`config.mk`:
```
export PLATFORM = sky130hd
export DESIGN_NAME = cch_config_control
export DESIGN_NICKNAME = d
export VERILOG_FILES = /design/src/cch_pkg.sv /design/src/cch_config_control.sv /design/src/cch_reset_track.sv /design/src/cch_err_report.sv
export SDC_FILE = /design/constraint.sdc
export NUM_CORES = 1
export LEC_CHECK = 0
export BUFFER_PORTS_ARGS = -buffer_cell sky130_fd_sc_hd__buf_2
export CORE_ASPECT_RATIO = 1.75
export CORE_UTILIZATION = 30
export CTS_CLUSTER_DIAMETER = 40
export DETAILED_ROUTE_END_ITERATION = 8
export PLACE_DENSITY = 0.63
export SLEW_MARGIN = 0
export SYNTH_ARGS = -nofsm -noshare
export SYNTH_HDL_FRONTEND = slang
export SYNTH_SLANG_ARGS = --single-unit
```
`constraint.sdc`:
```
create_clock -name clk_sys -period 3.1 [get_ports clk_sys]
set_input_delay 0.155 -clock clk_sys [delete_from_list [all_inputs] [get_ports clk_sys]]
set_output_delay 0.155 -clock clk_sys [all_outputs]
set_load 0.03 [all_outputs]
```
`src/cch_pkg.sv`:
```
// Shared constants and types for the configuration control handshake block
package cch_pkg;

  localparam int CCH_BUS_W = 8;
  localparam int CCH_DEV_W = 5;
  localparam int CCH_FN_W = 3;
  localparam int CCH_EXT_FN_W = 8;
  localparam int CCH_PF_NUM = 2;
  localparam int CCH_VF_NUM = 6;
  localparam int CCH_PM_W = 2;
  localparam int CCH_RID_W = 16;
  localparam logic [1:0] CCH_PM_D0 = 2'h0;
  localparam logic [1:0] CCH_PM_D1 = 2'h1;
  localparam logic [1:0] CCH_PM_D2 = 2'h2;
  localparam logic [1:0] CCH_PM_D3 = 2'h3;
  localparam logic [15:0] CCH_RID_RST = 16'h0000;
  localparam logic [7:0] CCH_EXT_FN_RST = 8'h00;

  typedef enum logic [1:0] {
    CCH_PS_IDLE = 2'b00,
    CCH_PS_WAIT = 2'b01
  } cch_ps_state_t;

endpackage

```
`src/cch_config_control.sv`:
```
// Configuration control side-band: requester id, power state, errors, function reset
`timescale 1ns/1ps
module cch_config_control
  import cch_pkg::*;
#(
  parameter int PF_NUM = CCH_PF_NUM,
  parameter int VF_NUM = CCH_VF_NUM
)
(
  input wire logic clk_sys,
  input wire logic nrst,
  input wire logic downstreamMode,
  input wire logic [CCH_BUS_W-1:0] downstream_bus_num_in,
  input wire logic [CCH_DEV_W-1:0] downstream_dev_num_in,
  input wire logic [CCH_FN_W-1:0] downstream_fn_num_in,
  input wire logic [CCH_RID_W-1:0] upstreamRequesterId,
  input wire logic internalTlpReq,
  output logic [CCH_RID_W-1:0] internalRequesterId,
  input wire logic pmWriteValid,
  input wire logic pmWriteIsVirtual,
  input wire logic [CCH_EXT_FN_W-1:0] pmWriteFunction,
  input wire logic [CCH_PM_W-1:0] pmWriteState,
  input wire logic powerStateChangeAck,
  output logic powerStateChangeInd,
  output logic [CCH_EXT_FN_W-1:0] extFunctionNum,
  output logic cfgCompletionHold,
  output logic [PF_NUM*CCH_PM_W-1:0] physFnPmStateOut,
  output logic [VF_NUM*CCH_PM_W-1:0] virt_fn_pm_state_out,
  input wire logic corrErrIn,
  input wire logic uncorrErrIn,
  input wire logic [PF_NUM+VF_NUM-1:0] fnEnable,
  input wire logic [PF_NUM+VF_NUM-1:0] corrReportEnable,
  input wire logic [PF_NUM+VF_NUM-1:0] uncorrReportEnable,
  input wire logic [PF_NUM+VF_NUM-1:0] corrStatusClear,
  input wire logic [PF_NUM+VF_NUM-1:0] uncorrStatusClear,
  output logic [PF_NUM+VF_NUM-1:0] corrIntErrStatus,
  output logic [PF_NUM+VF_NUM-1:0] uncorrIntErrStatus,
  output logic corrErrMsg,
  output logic uncorrErrMsg,
  input wire logic [PF_NUM-1:0] physFnResetStart,
  input wire logic [PF_NUM-1:0] physFnResetDoneIn,
  output logic [PF_NUM-1:0] physFnResetActiveOut,
  input wire logic [VF_NUM-1:0] virtFnResetStart,
  input wire logic [VF_NUM-1:0] virt_fn_reset_done_in,
  output logic [VF_NUM-1:0] virt_fn_reset_active_out,
  output logic [PF_NUM-1:0] physFnCfgAccessEn,
  output logic [VF_NUM-1:0] virtFnCfgAccessEn
);

  function automatic logic isLowPower(input logic [CCH_PM_W-1:0] st);
    isLowPower = (st == CCH_PM_D1) || (st == CCH_PM_D3);
  endfunction

  // Requester id for internally generated TLPs
  logic [CCH_RID_W-1:0] rid_reg;
  logic [CCH_RID_W-1:0] rid_next;

  always_comb
  begin
    rid_next = rid_reg;
    if (internalTlpReq)
    begin
      if (downstreamMode)
        rid_next = {downstream_bus_num_in, downstream_dev_num_in,
          downstream_fn_num_in};
      else
        rid_next = upstreamRequesterId;
    end
  end

  always_ff @(posedge clk_sys or negedge nrst)
  begin
    if (!nrst)
      rid_reg <= CCH_RID_RST;
    else
      rid_reg <= rid_next;
  end

  // Only the internal path sees it; streamed TLPs never pass here
  assign internalRequesterId = rid_reg;

  // Power state change handshake
  cch_ps_state_t ps_reg;
  cch_ps_state_t ps_next;
  logic [CCH_EXT_FN_W-1:0] fn_reg;
  logic [CCH_EXT_FN_W-1:0] fn_next;
  logic virt_reg;
  logic virt_next;
  logic [CCH_PM_W-1:0] newSt_reg;
  logic [CCH_PM_W-1:0] newSt_next;
  logic [PF_NUM*CCH_PM_W-1:0] pfPm_reg;
  logic [PF_NUM*CCH_PM_W-1:0] pfPm_next;
  logic [VF_NUM*CCH_PM_W-1:0] vfPm_reg;
  logic [VF_NUM*CCH_PM_W-1:0] vfPm_next;

  always_comb
  begin
    ps_next = ps_reg;
    fn_next = fn_reg;
    virt_next = virt_reg;
    newSt_next = newSt_reg;
    pfPm_next = pfPm_reg;
    vfPm_next = vfPm_reg;
    case (ps_reg)
      CCH_PS_IDLE:
      begin
        // Acknowledge with nothing pending is ignored
        if (pmWriteValid)
        begin
          fn_next = pmWriteFunction;
          virt_next = pmWriteIsVirtual;
          newSt_next = pmWriteState;
          if (isLowPower(pmWriteState))
            ps_next = CCH_PS_WAIT;
          else if (pmWriteIsVirtual)
          begin
            if (int'(pmWriteFunction) < VF_NUM)
              vfPm_next[int'(pmWriteFunction)*CCH_PM_W +: CCH_PM_W] = pmWriteState;
          end
          else if (int'(pmWriteFunction) < PF_NUM)
            pfPm_next[int'(pmWriteFunction)*CCH_PM_W +: CCH_PM_W] = pmWriteState;
        end
      end
      CCH_PS_WAIT:
      begin
        if (powerStateChangeAck)
        begin
          ps_next = CCH_PS_IDLE;
          if (virt_reg)
          begin
            if (int'(fn_reg) < VF_NUM)
              vfPm_next[int'(fn_reg)*CCH_PM_W +: CCH_PM_W] = newSt_reg;
          end
          else if (int'(fn_reg) < PF_NUM)
            pfPm_next[int'(fn_reg)*CCH_PM_W +: CCH_PM_W] = newSt_reg;
        end
      end
      default:
        ps_next = CCH_PS_IDLE;
    endcase
  end

  always_ff @(posedge clk_sys or negedge nrst)
  begin
    if (!nrst)
    begin
      ps_reg <= CCH_PS_IDLE;
      fn_reg <= CCH_EXT_FN_RST;
      virt_reg <= 1'b0;
      newSt_reg <= CCH_PM_D0;
      pfPm_reg <= '0;
      vfPm_reg <= '0;
    end
    else
    begin
      ps_reg <= ps_next;
      fn_reg <= fn_next;
      virt_reg <= virt_next;
      newSt_reg <= newSt_next;
      pfPm_reg <= pfPm_next;
      vfPm_reg <= vfPm_next;
    end
  end

  assign powerStateChangeInd = (ps_reg == CCH_PS_WAIT);
  assign cfgCompletionHold = (ps_reg == CCH_PS_WAIT);
  assign extFunctionNum = fn_reg;
  assign physFnPmStateOut = pfPm_reg;
  assign virt_fn_pm_state_out = vfPm_reg;

  // Internal error reports, shared by every enabled function
  cch_err_report #(
    .N(PF_NUM + VF_NUM)
  ) u_corr (
    .clk_sys(clk_sys),
    .nrst(nrst),
    .errIn(corrErrIn),
    .fnEnable(fnEnable),
    .reportEnable(corrReportEnable),
    .statusClear(corrStatusClear),
    .statusOut(corrIntErrStatus),
    .msgOut(corrErrMsg)
  );

  cch_err_report #(
    .N(PF_NUM + VF_NUM)
  ) u_uncorr (
    .clk_sys(clk_sys),
    .nrst(nrst),
    .errIn(uncorrErrIn),
    .fnEnable(fnEnable),
    .reportEnable(uncorrReportEnable),
    .statusClear(uncorrStatusClear),
    .statusOut(uncorrIntErrStatus),
    .msgOut(uncorrErrMsg)
  );

  // Function level reset tracking
  cch_reset_track #(
    .N(PF_NUM)
  ) u_pf_rst (
    .clk_sys(clk_sys),
    .nrst(nrst),
    .startIn(physFnResetStart),
    .doneIn(physFnResetDoneIn),
    .activeOut(physFnResetActiveOut)
  );

  cch_reset_track #(
    .N(VF_NUM)
  ) u_vf_rst (
    .clk_sys(clk_sys),
    .nrst(nrst),
    .startIn(virtFnResetStart),
    .doneIn(virt_fn_reset_done_in),
    .activeOut(virt_fn_reset_active_out)
  );

  assign physFnCfgAccessEn = ~physFnResetActiveOut;
  assign virtFnCfgAccessEn = ~virt_fn_reset_active_out;

endmodule

```
`src/cch_reset_track.sv`:
```
// Per-function reset in-progress tracker
`timescale 1ns/1ps
module cch_reset_track
  import cch_pkg::*;
#(
  parameter int N = 2
)
(
  input wire logic clk_sys,
  input wire logic nrst,
  input wire logic [N-1:0] startIn,
  input wire logic [N-1:0] doneIn,
  output logic [N-1:0] activeOut
);

  logic [N-1:0] active_reg;
  logic [N-1:0] active_next;

  always_comb
  begin
    // Start wins over a done on the same cycle; stray done ignored
    active_next = (active_reg & ~doneIn) | startIn;
  end

  always_ff @(posedge clk_sys or negedge nrst)
  begin
    if (!nrst)
      active_reg <= '0;
    else
      active_reg <= active_next;
  end

  assign activeOut = active_reg;

endmodule

```
`src/cch_err_report.sv`:
```
// Internal error report fan-out to all enabled functions
`timescale 1ns/1ps
module cch_err_report
  import cch_pkg::*;
#(
  parameter int N = 8
)
(
  input wire logic clk_sys,
  input wire logic nrst,
  input wire logic errIn,
  input wire logic [N-1:0] fnEnable,
  input wire logic [N-1:0] reportEnable,
  input wire logic [N-1:0] statusClear,
  output logic [N-1:0] statusOut,
  output logic msgOut
);

  logic [N-1:0] status_reg;
  logic [N-1:0] status_next;
  logic msg_reg;
  logic msg_next;

  always_comb
  begin
    // Set wins over clear
    status_next = (status_reg & ~statusClear) | ({N{errIn}} & fnEnable);
    msg_next = errIn && |(fnEnable & reportEnable);
  end

  always_ff @(posedge clk_sys or negedge nrst)
  begin
    if (!nrst)
    begin
      status_reg <= '0;
      msg_reg <= 1'b0;
    end
    else
    begin
      status_reg <= status_next;
      msg_reg <= msg_next;
    end
  end

  assign statusOut = status_reg;
  assign msgOut = msg_reg;

endmodule

```
* Yosys cells after proc, flatten, opt, wreduce, memory -nomap -nowiden
Cells that the tools add are included.
Word-level totals: register bits 71, input port bits 107, output and inout bits 76, logic and storage cells 96
Cells by class: $add $sub $neg 2, order comparisons 4, equal/unequal tests 15, shift operators 8, multiplexer cells 25, bitwise logic cells 18, reductions and logical operators 11
Operators by type and width (count):
- 12-bit two-way mux | 7
- 9-bit negation with 33-bit output | 2
- 2-bit by 33-bit variable shift with 12-bit output (first input constant) | 2
- 2-bit by 33-bit variable shift with 4-bit output (first input constant) | 2
- 2-bit by 33-bit indexed part select with 12-bit output | 2
- 2-bit by 33-bit indexed part select with 4-bit output | 2
- 8-bit bitwise AND | 6
- 4-bit two-way mux | 7
- 12-bit bitwise mux | 2
- 12-bit case mux with 2 select lines | 1
- 2-bit != test (second input constant) | 9
- 8-bit by 2-bit < comparator with 1-bit output (second input constant) | 2
- 8-bit by 3-bit < comparator with 1-bit output (second input constant) | 2
- 16-bit two-way mux | 1
- 8-bit inverter | 2
- 8-bit bitwise OR | 2
- 8-bit AND reduction | 2
- 8-bit OR reduction | 2
- 6-bit inverter | 2
- 4-bit bitwise mux | 2
- 4-bit case mux with 2 select lines | 1
- 6-bit bitwise AND | 1
- 2-bit two-way mux | 3
- 2-bit by 1-bit != test with 1-bit output (second input constant) | 3
- other kinds (13) | 16

* Logic depth before layout (Yosys ltp)
word-level depth 8, gate-level depth with buffers 12, mapped depth without buffers 10

* Modules after synthesis
Synthesis repeated with hierarchy kept, for this count alone.
Unflattened totals: cell total of the unflattened synthesis 434, area, all modules 3915.0 µm²
By module, submodules not included:
- cch_config_control | instances 1, cells each 330, area an instance 2821.5 µm², sequential area each 1101.1 µm²
- cch_err_report | instances 2, cells each 40, area an instance 401.6 µm², sequential area each 225.2 µm²
- cch_reset_track at u_vf_rst | instances 1, cells each 18, area an instance 217.7 µm², sequential area each 150.1 µm²
- cch_reset_track at u_pf_rst | instances 1, cells each 6, area an instance 72.6 µm², sequential area each 50.0 µm²

* Least setup slack after synthesis
Ideal clock, no wire load.
kind register -> register, start point register fn_reg[4] (netlist: extFunctionNum[4]), end point register vfPm_reg[8] (netlist: virt_fn_pm_state_out[8]), setup time 0.128 ns, arrival 2.952 ns, data required time 2.972 ns, path slack 0.020 ns, cell stages (with the launch flop) 13, path buffers 2, clock period less this slack 3.080 ns, cell sequence dfrtp_1 > buf_2 > nor4_2 > nand2_1 > nor2_1 > ha_1 > or3b_2 > a31oi_1 > and4b_1 > buf_6 > nand4_1 > o31ai_1 > mux2_1
Between the ends: cells in the longest elaborated chain, start to end 7, elaborated cells on any way between the ends 11, classes of those cells add/sub: 1; order compare: 1; eq/ne: 1; shift: 2; mux: 5; reduce/logical: 1
RTL lines:
- start, declared | RTL line cch_config_control.sv:85 | logic [CCH_EXT_FN_W-1:0] fn_reg;
- start signal, assigned | RTL line cch_config_control.sv:157 | fn_reg <= fn_next;
- 9-bit negation with 33-bit output | RTL line cch_config_control.sv:132 | vfPm_next[int'(fn_reg)*CCH_PM_W +: CCH_PM_W] = newSt_reg;
- 2-bit by 33-bit indexed part select with 12-bit output or 2-bit by 33-bit variable shift with 12-bit output (tied branches) | RTL line cch_config_control.sv:132
- 12-bit bitwise mux | RTL line cch_config_control.sv:132
- 12-bit two-way mux | RTL line cch_config_control.sv:131 | if (int'(fn_reg) < VF_NUM)
- 12-bit two-way mux | RTL line cch_config_control.sv:129 | if (virt_reg)
- 12-bit two-way mux | RTL line cch_config_control.sv:126 | if (powerStateChangeAck)
- 12-bit case mux with 2 select lines | RTL line cch_config_control.sv:104 | case (ps_reg)
- end signal, assigned | RTL line cch_config_control.sv:161 | vfPm_reg <= vfPm_next;
- end, declared | RTL line cch_config_control.sv:93 | logic [VF_NUM*CCH_PM_W-1:0] vfPm_reg;
Several ways; a longest one is shown, not always the timed one. The select of a mux whose other input is x is not followed. A chain may end at the register's enable or synchronous reset.

* Worst setup path in the final report
Same ends and word-level chain as after synthesis.

==> out/results.tsv <==
metric	value	unit
outcome	finished clean	
arrival	3.07	ns
htree_num_levels	3	
reg2reg_to	virt_fn_pm_state_out[8]$_DFFE_PN0P_	
relSlewSlack	0.522	
ff_latch_area	1750	sq um
vias_per_cell	4.95	
die-area	13400	sq um
path_clk_slew	0.06	ns
synthArstFlopShare	1.00	
drt_wl_total	11900	microns
holdCritStartpoint	corrStatusClear[0]	
gp_congestion	0.888	
clkSinkCount	70	
syn_area	3890	sq um
fin_tns_setup	0	ns
grt_antenna_before_repair	0	
synthToLayoutAreaGrowth	40.3	%
place_hpwl	9430	microns
numCtsBuffers	9	
yosys_warnings	0	
grt_max_degree	52	
num_vias	3883	
drc	0	
timing_max_transition_violations_final	0	
diodes	0	
postLayoutCellArea	5460	sq um
core	12600	sq um
cts_tree	done	
peakVddDrop	0.238	mV
holdPathEnd	u_corr.statusOut[0]$_DFF_PN0_	
holdWs	0.00740	ns
ys_seq_area_frac	0.450	
hold_violations	0	
die_w	88.1	microns
synth_cells	411	
synth_edf_count	0	
fin_crit	2.87	ns
maxCapViolCount	0	
fin_nets	723	
rows	54	
r2r_start	extFunctionNum[4]$_DFFE_PN0P_	
worstSetupPathType	reg -> reg	
fmax	0.349	GHz
hold_depth	2	
hold_class	in -> reg	
avgRoutedWirePerCell	15.2	microns
drt_pass1_iterations	4	
placed_area	4970	sq um
timing.final.crit_share	0.925	
final.fill_count	1250	
fin_ws	0.234	ns
grt_pass1_wl	18600	microns
synth.avg_cell_area	9.46	sq um
ioPinCount	183	
cts_buffer_depth	2	
post_cts_buffers	0	
clk_latency	0.32	ns
tightestPinTransition	0.710	ns
required	3.30	ns
track_usage	0.181	
worstSetupEndpointType	flip-flop	
dp_worst_setup_slack	0.265	ns
grt_overflow	0	
setup_viol	0	
rr_worst_depth	10	
grt_pass1_vias	3930	
path_buf_inv	0	
multiInputGateArea	1870	sq um
worstPathCellList	nor4_2 -> nand2_1 -> nor2_1 -> ha_1 -> or3b_2 -> a31oi_1 -> and4b_1 -> nand4_1 -> o31ai_1 -> mux2_1	
synthFlopType	dfrtp_1	
power_density	508	nW/um^2
synth_cell_types	62	
dr.first_iter.drc_count	161	
synth_top_cell_by_area	dfrtp_1	
syn_nets	522	
critical-path-top-delay-family	simple AND/OR/NAND/NOR gates	
p_leak	2.76	nW
ant_nets	0	
rsz0062_at_grt	no	
max_stage_delay	0.46	ns
synth-seq-cells	70	
startpoint_type	flip-flop	
port_buffers	182	
clockRootBuffer	clkbuf_16	
fin_worst_skew	0.00659	ns
netlist.area_leader.share	0.450	
largest_register_ffs	16	
cp_slowest_cell	or3b_2	
rrSetupSlack	0.23	ns
synthTopCellsByArea	dfrtp_1 (45%), mux2i_1 (5.1%), nand2_1 (4.3%)	
die_h	153	microns
start_util	0.309	
drive_gt1_frac	0.370	
path_max_fanout	4	
[worst register-to-register path: cells and delay by family, from the launching register on]
| family | cells | cell delay, ns |
|---|---|---|
| AND/OR/NAND/NOR | 6 | 1.48 |
| adder cells (fa/ha/maj) | 1 | 0.18 |
| AO/OA/AOI/OAI | 2 | 0.34 |
| flip-flops | 1 | 0.38 |
| multiplexers | 1 | 0.35 |
[cells in the mapped netlist (5+ instances only)]
master / instances
clkbuf_1: 11
o21ai_1: 5
inv_1: 37
a21oi_1: 20
dfrtp_1: 70
nor3_1: 11
a22oi_1: 8
nand4_1: 6
nand3_1: 7
nand2_1: 45
nor2_1: 26
o211ai_1: 8
mux2i_1: 20
nand3b_1: 5
o21ai_0: 26
buf_2: 7
o21bai_1: 10
mux2_2: 9
[area by class of cell]
type | instances | share of cell area
Clock inverter | 4 | 0.00871
Tap cell | 168 | 0.0385
Inverter | 37 | 0.0254
Clock buffer | 11 | 0.0445
Multi-Input combinational cell | 281 | 0.343
Sequential cell | 70 | 0.321
Timing Repair Buffer | 213 | 0.219
[cell usage in the layout, fill, tap and decap left out, drive strengths merged, types with 4 or more instances in the layout]
| master | count |
|---|---|
| nand2 | 45 |
| and4 | 4 |
| clkbuf | 11 |
| buf | 193 |
| nor3b | 4 |
| o21ai | 31 |
| a22o | 4 |
| nand3 | 7 |
| dlygate4sd3 | 20 |
| nand3b | 6 |
| a21oi | 20 |
| nor2 | 26 |
| o211ai | 8 |
| mux2 | 10 |
| nand4 | 6 |
| mux2i | 20 |
| nor3 | 13 |
| o21bai | 10 |
| a22oi | 8 |
| inv | 37 |
| nor4 | 5 |
| o31ai | 4 |
| ha | 4 |
| dfrtp | 70 |
| and3 | 4 |
[logic make-up (layout without fill, tap and decap cells)]
group / Yosys count / count (layout) / share of synthesized area
AOI/OAI and AO/OA: 105 / 105 / 0.181
DFF: 70 / 70 / 0.450
and+or+nand+nor: 139 / 139 / 0.201
muxes: 30 / 30 / 0.0804
adders and majority gates: 4 / 4 / 0.0129
xor gates and xnor gates: 3 / 3 / 0.00676
buffers and inverters: 60 / 265 / 0.0679
[routing by layer]
metal,wire length [microns],vias to the layer above,part of all wire,GRT usage
li1,-,1871,-,-
met1,4090,1800,0.34,0.165
met2,6540,188,0.55,0.349
met3,812,24,0.068,0.0423
met4,503,0,0.042,0.0983
met5,0,-,0,0
[worst max-delay path by stage]
| stage | start | end | slack [ns] | depth (start not counted) |
|---|---|---|---|---|
| after floorplan | extFunctionNum[4]$_DFFE_PN0P_ | virt_fn_pm_state_out[8]$_DFFE_PN0P_ | 0.02 | 12 |
| after global placement | extFunctionNum[4]$_DFFE_PN0P_ | virt_fn_pm_state_out[8]$_DFFE_PN0P_ | 0.33 | 10 |
| after detailed placement | extFunctionNum[4]$_DFFE_PN0P_ | virt_fn_pm_state_out[8]$_DFFE_PN0P_ | 0.27 | 10 |
| after CTS | extFunctionNum[4]$_DFFE_PN0P_ | virt_fn_pm_state_out[8]$_DFFE_PN0P_ | 0.24 | 10 |
| after global routing | extFunctionNum[4]$_DFFE_PN0P_ | virt_fn_pm_state_out[10]$_DFFE_PN0P_ | 0.06 | 10 |
| final | extFunctionNum[4]$_DFFE_PN0P_ | virt_fn_pm_state_out[8]$_DFFE_PN0P_ | 0.23 | 10 |
[power by group]
part / switching (mW) / total (mW) / leakage [nW] / internal [mW]
registers: 0.0592 / 1.05 / 0.840 / 0.991
clock network: 0.364 / 1.00 / 0.141 / 0.637
logic: 0.461 / 0.719 / 1.78 / 0.259
total: 0.884 / 2.77 / 2.76 / 1.89
[per-stage QoR]
stage	utilization	total power, mW	cells
floorplan	-	1.50	411
global placement	0.395	1.76	749
detailed placement	0.395	1.77	749
CTS	0.434	2.81	784
global route	0.434	2.91	784
finish	0.434	2.77	784
[timing repair]
item	CTS	global route
hold buffers	20	0
endpoints found under the hold margin	38	0
gates resized for setup	0	0
(Power assumes the default switching activity.)
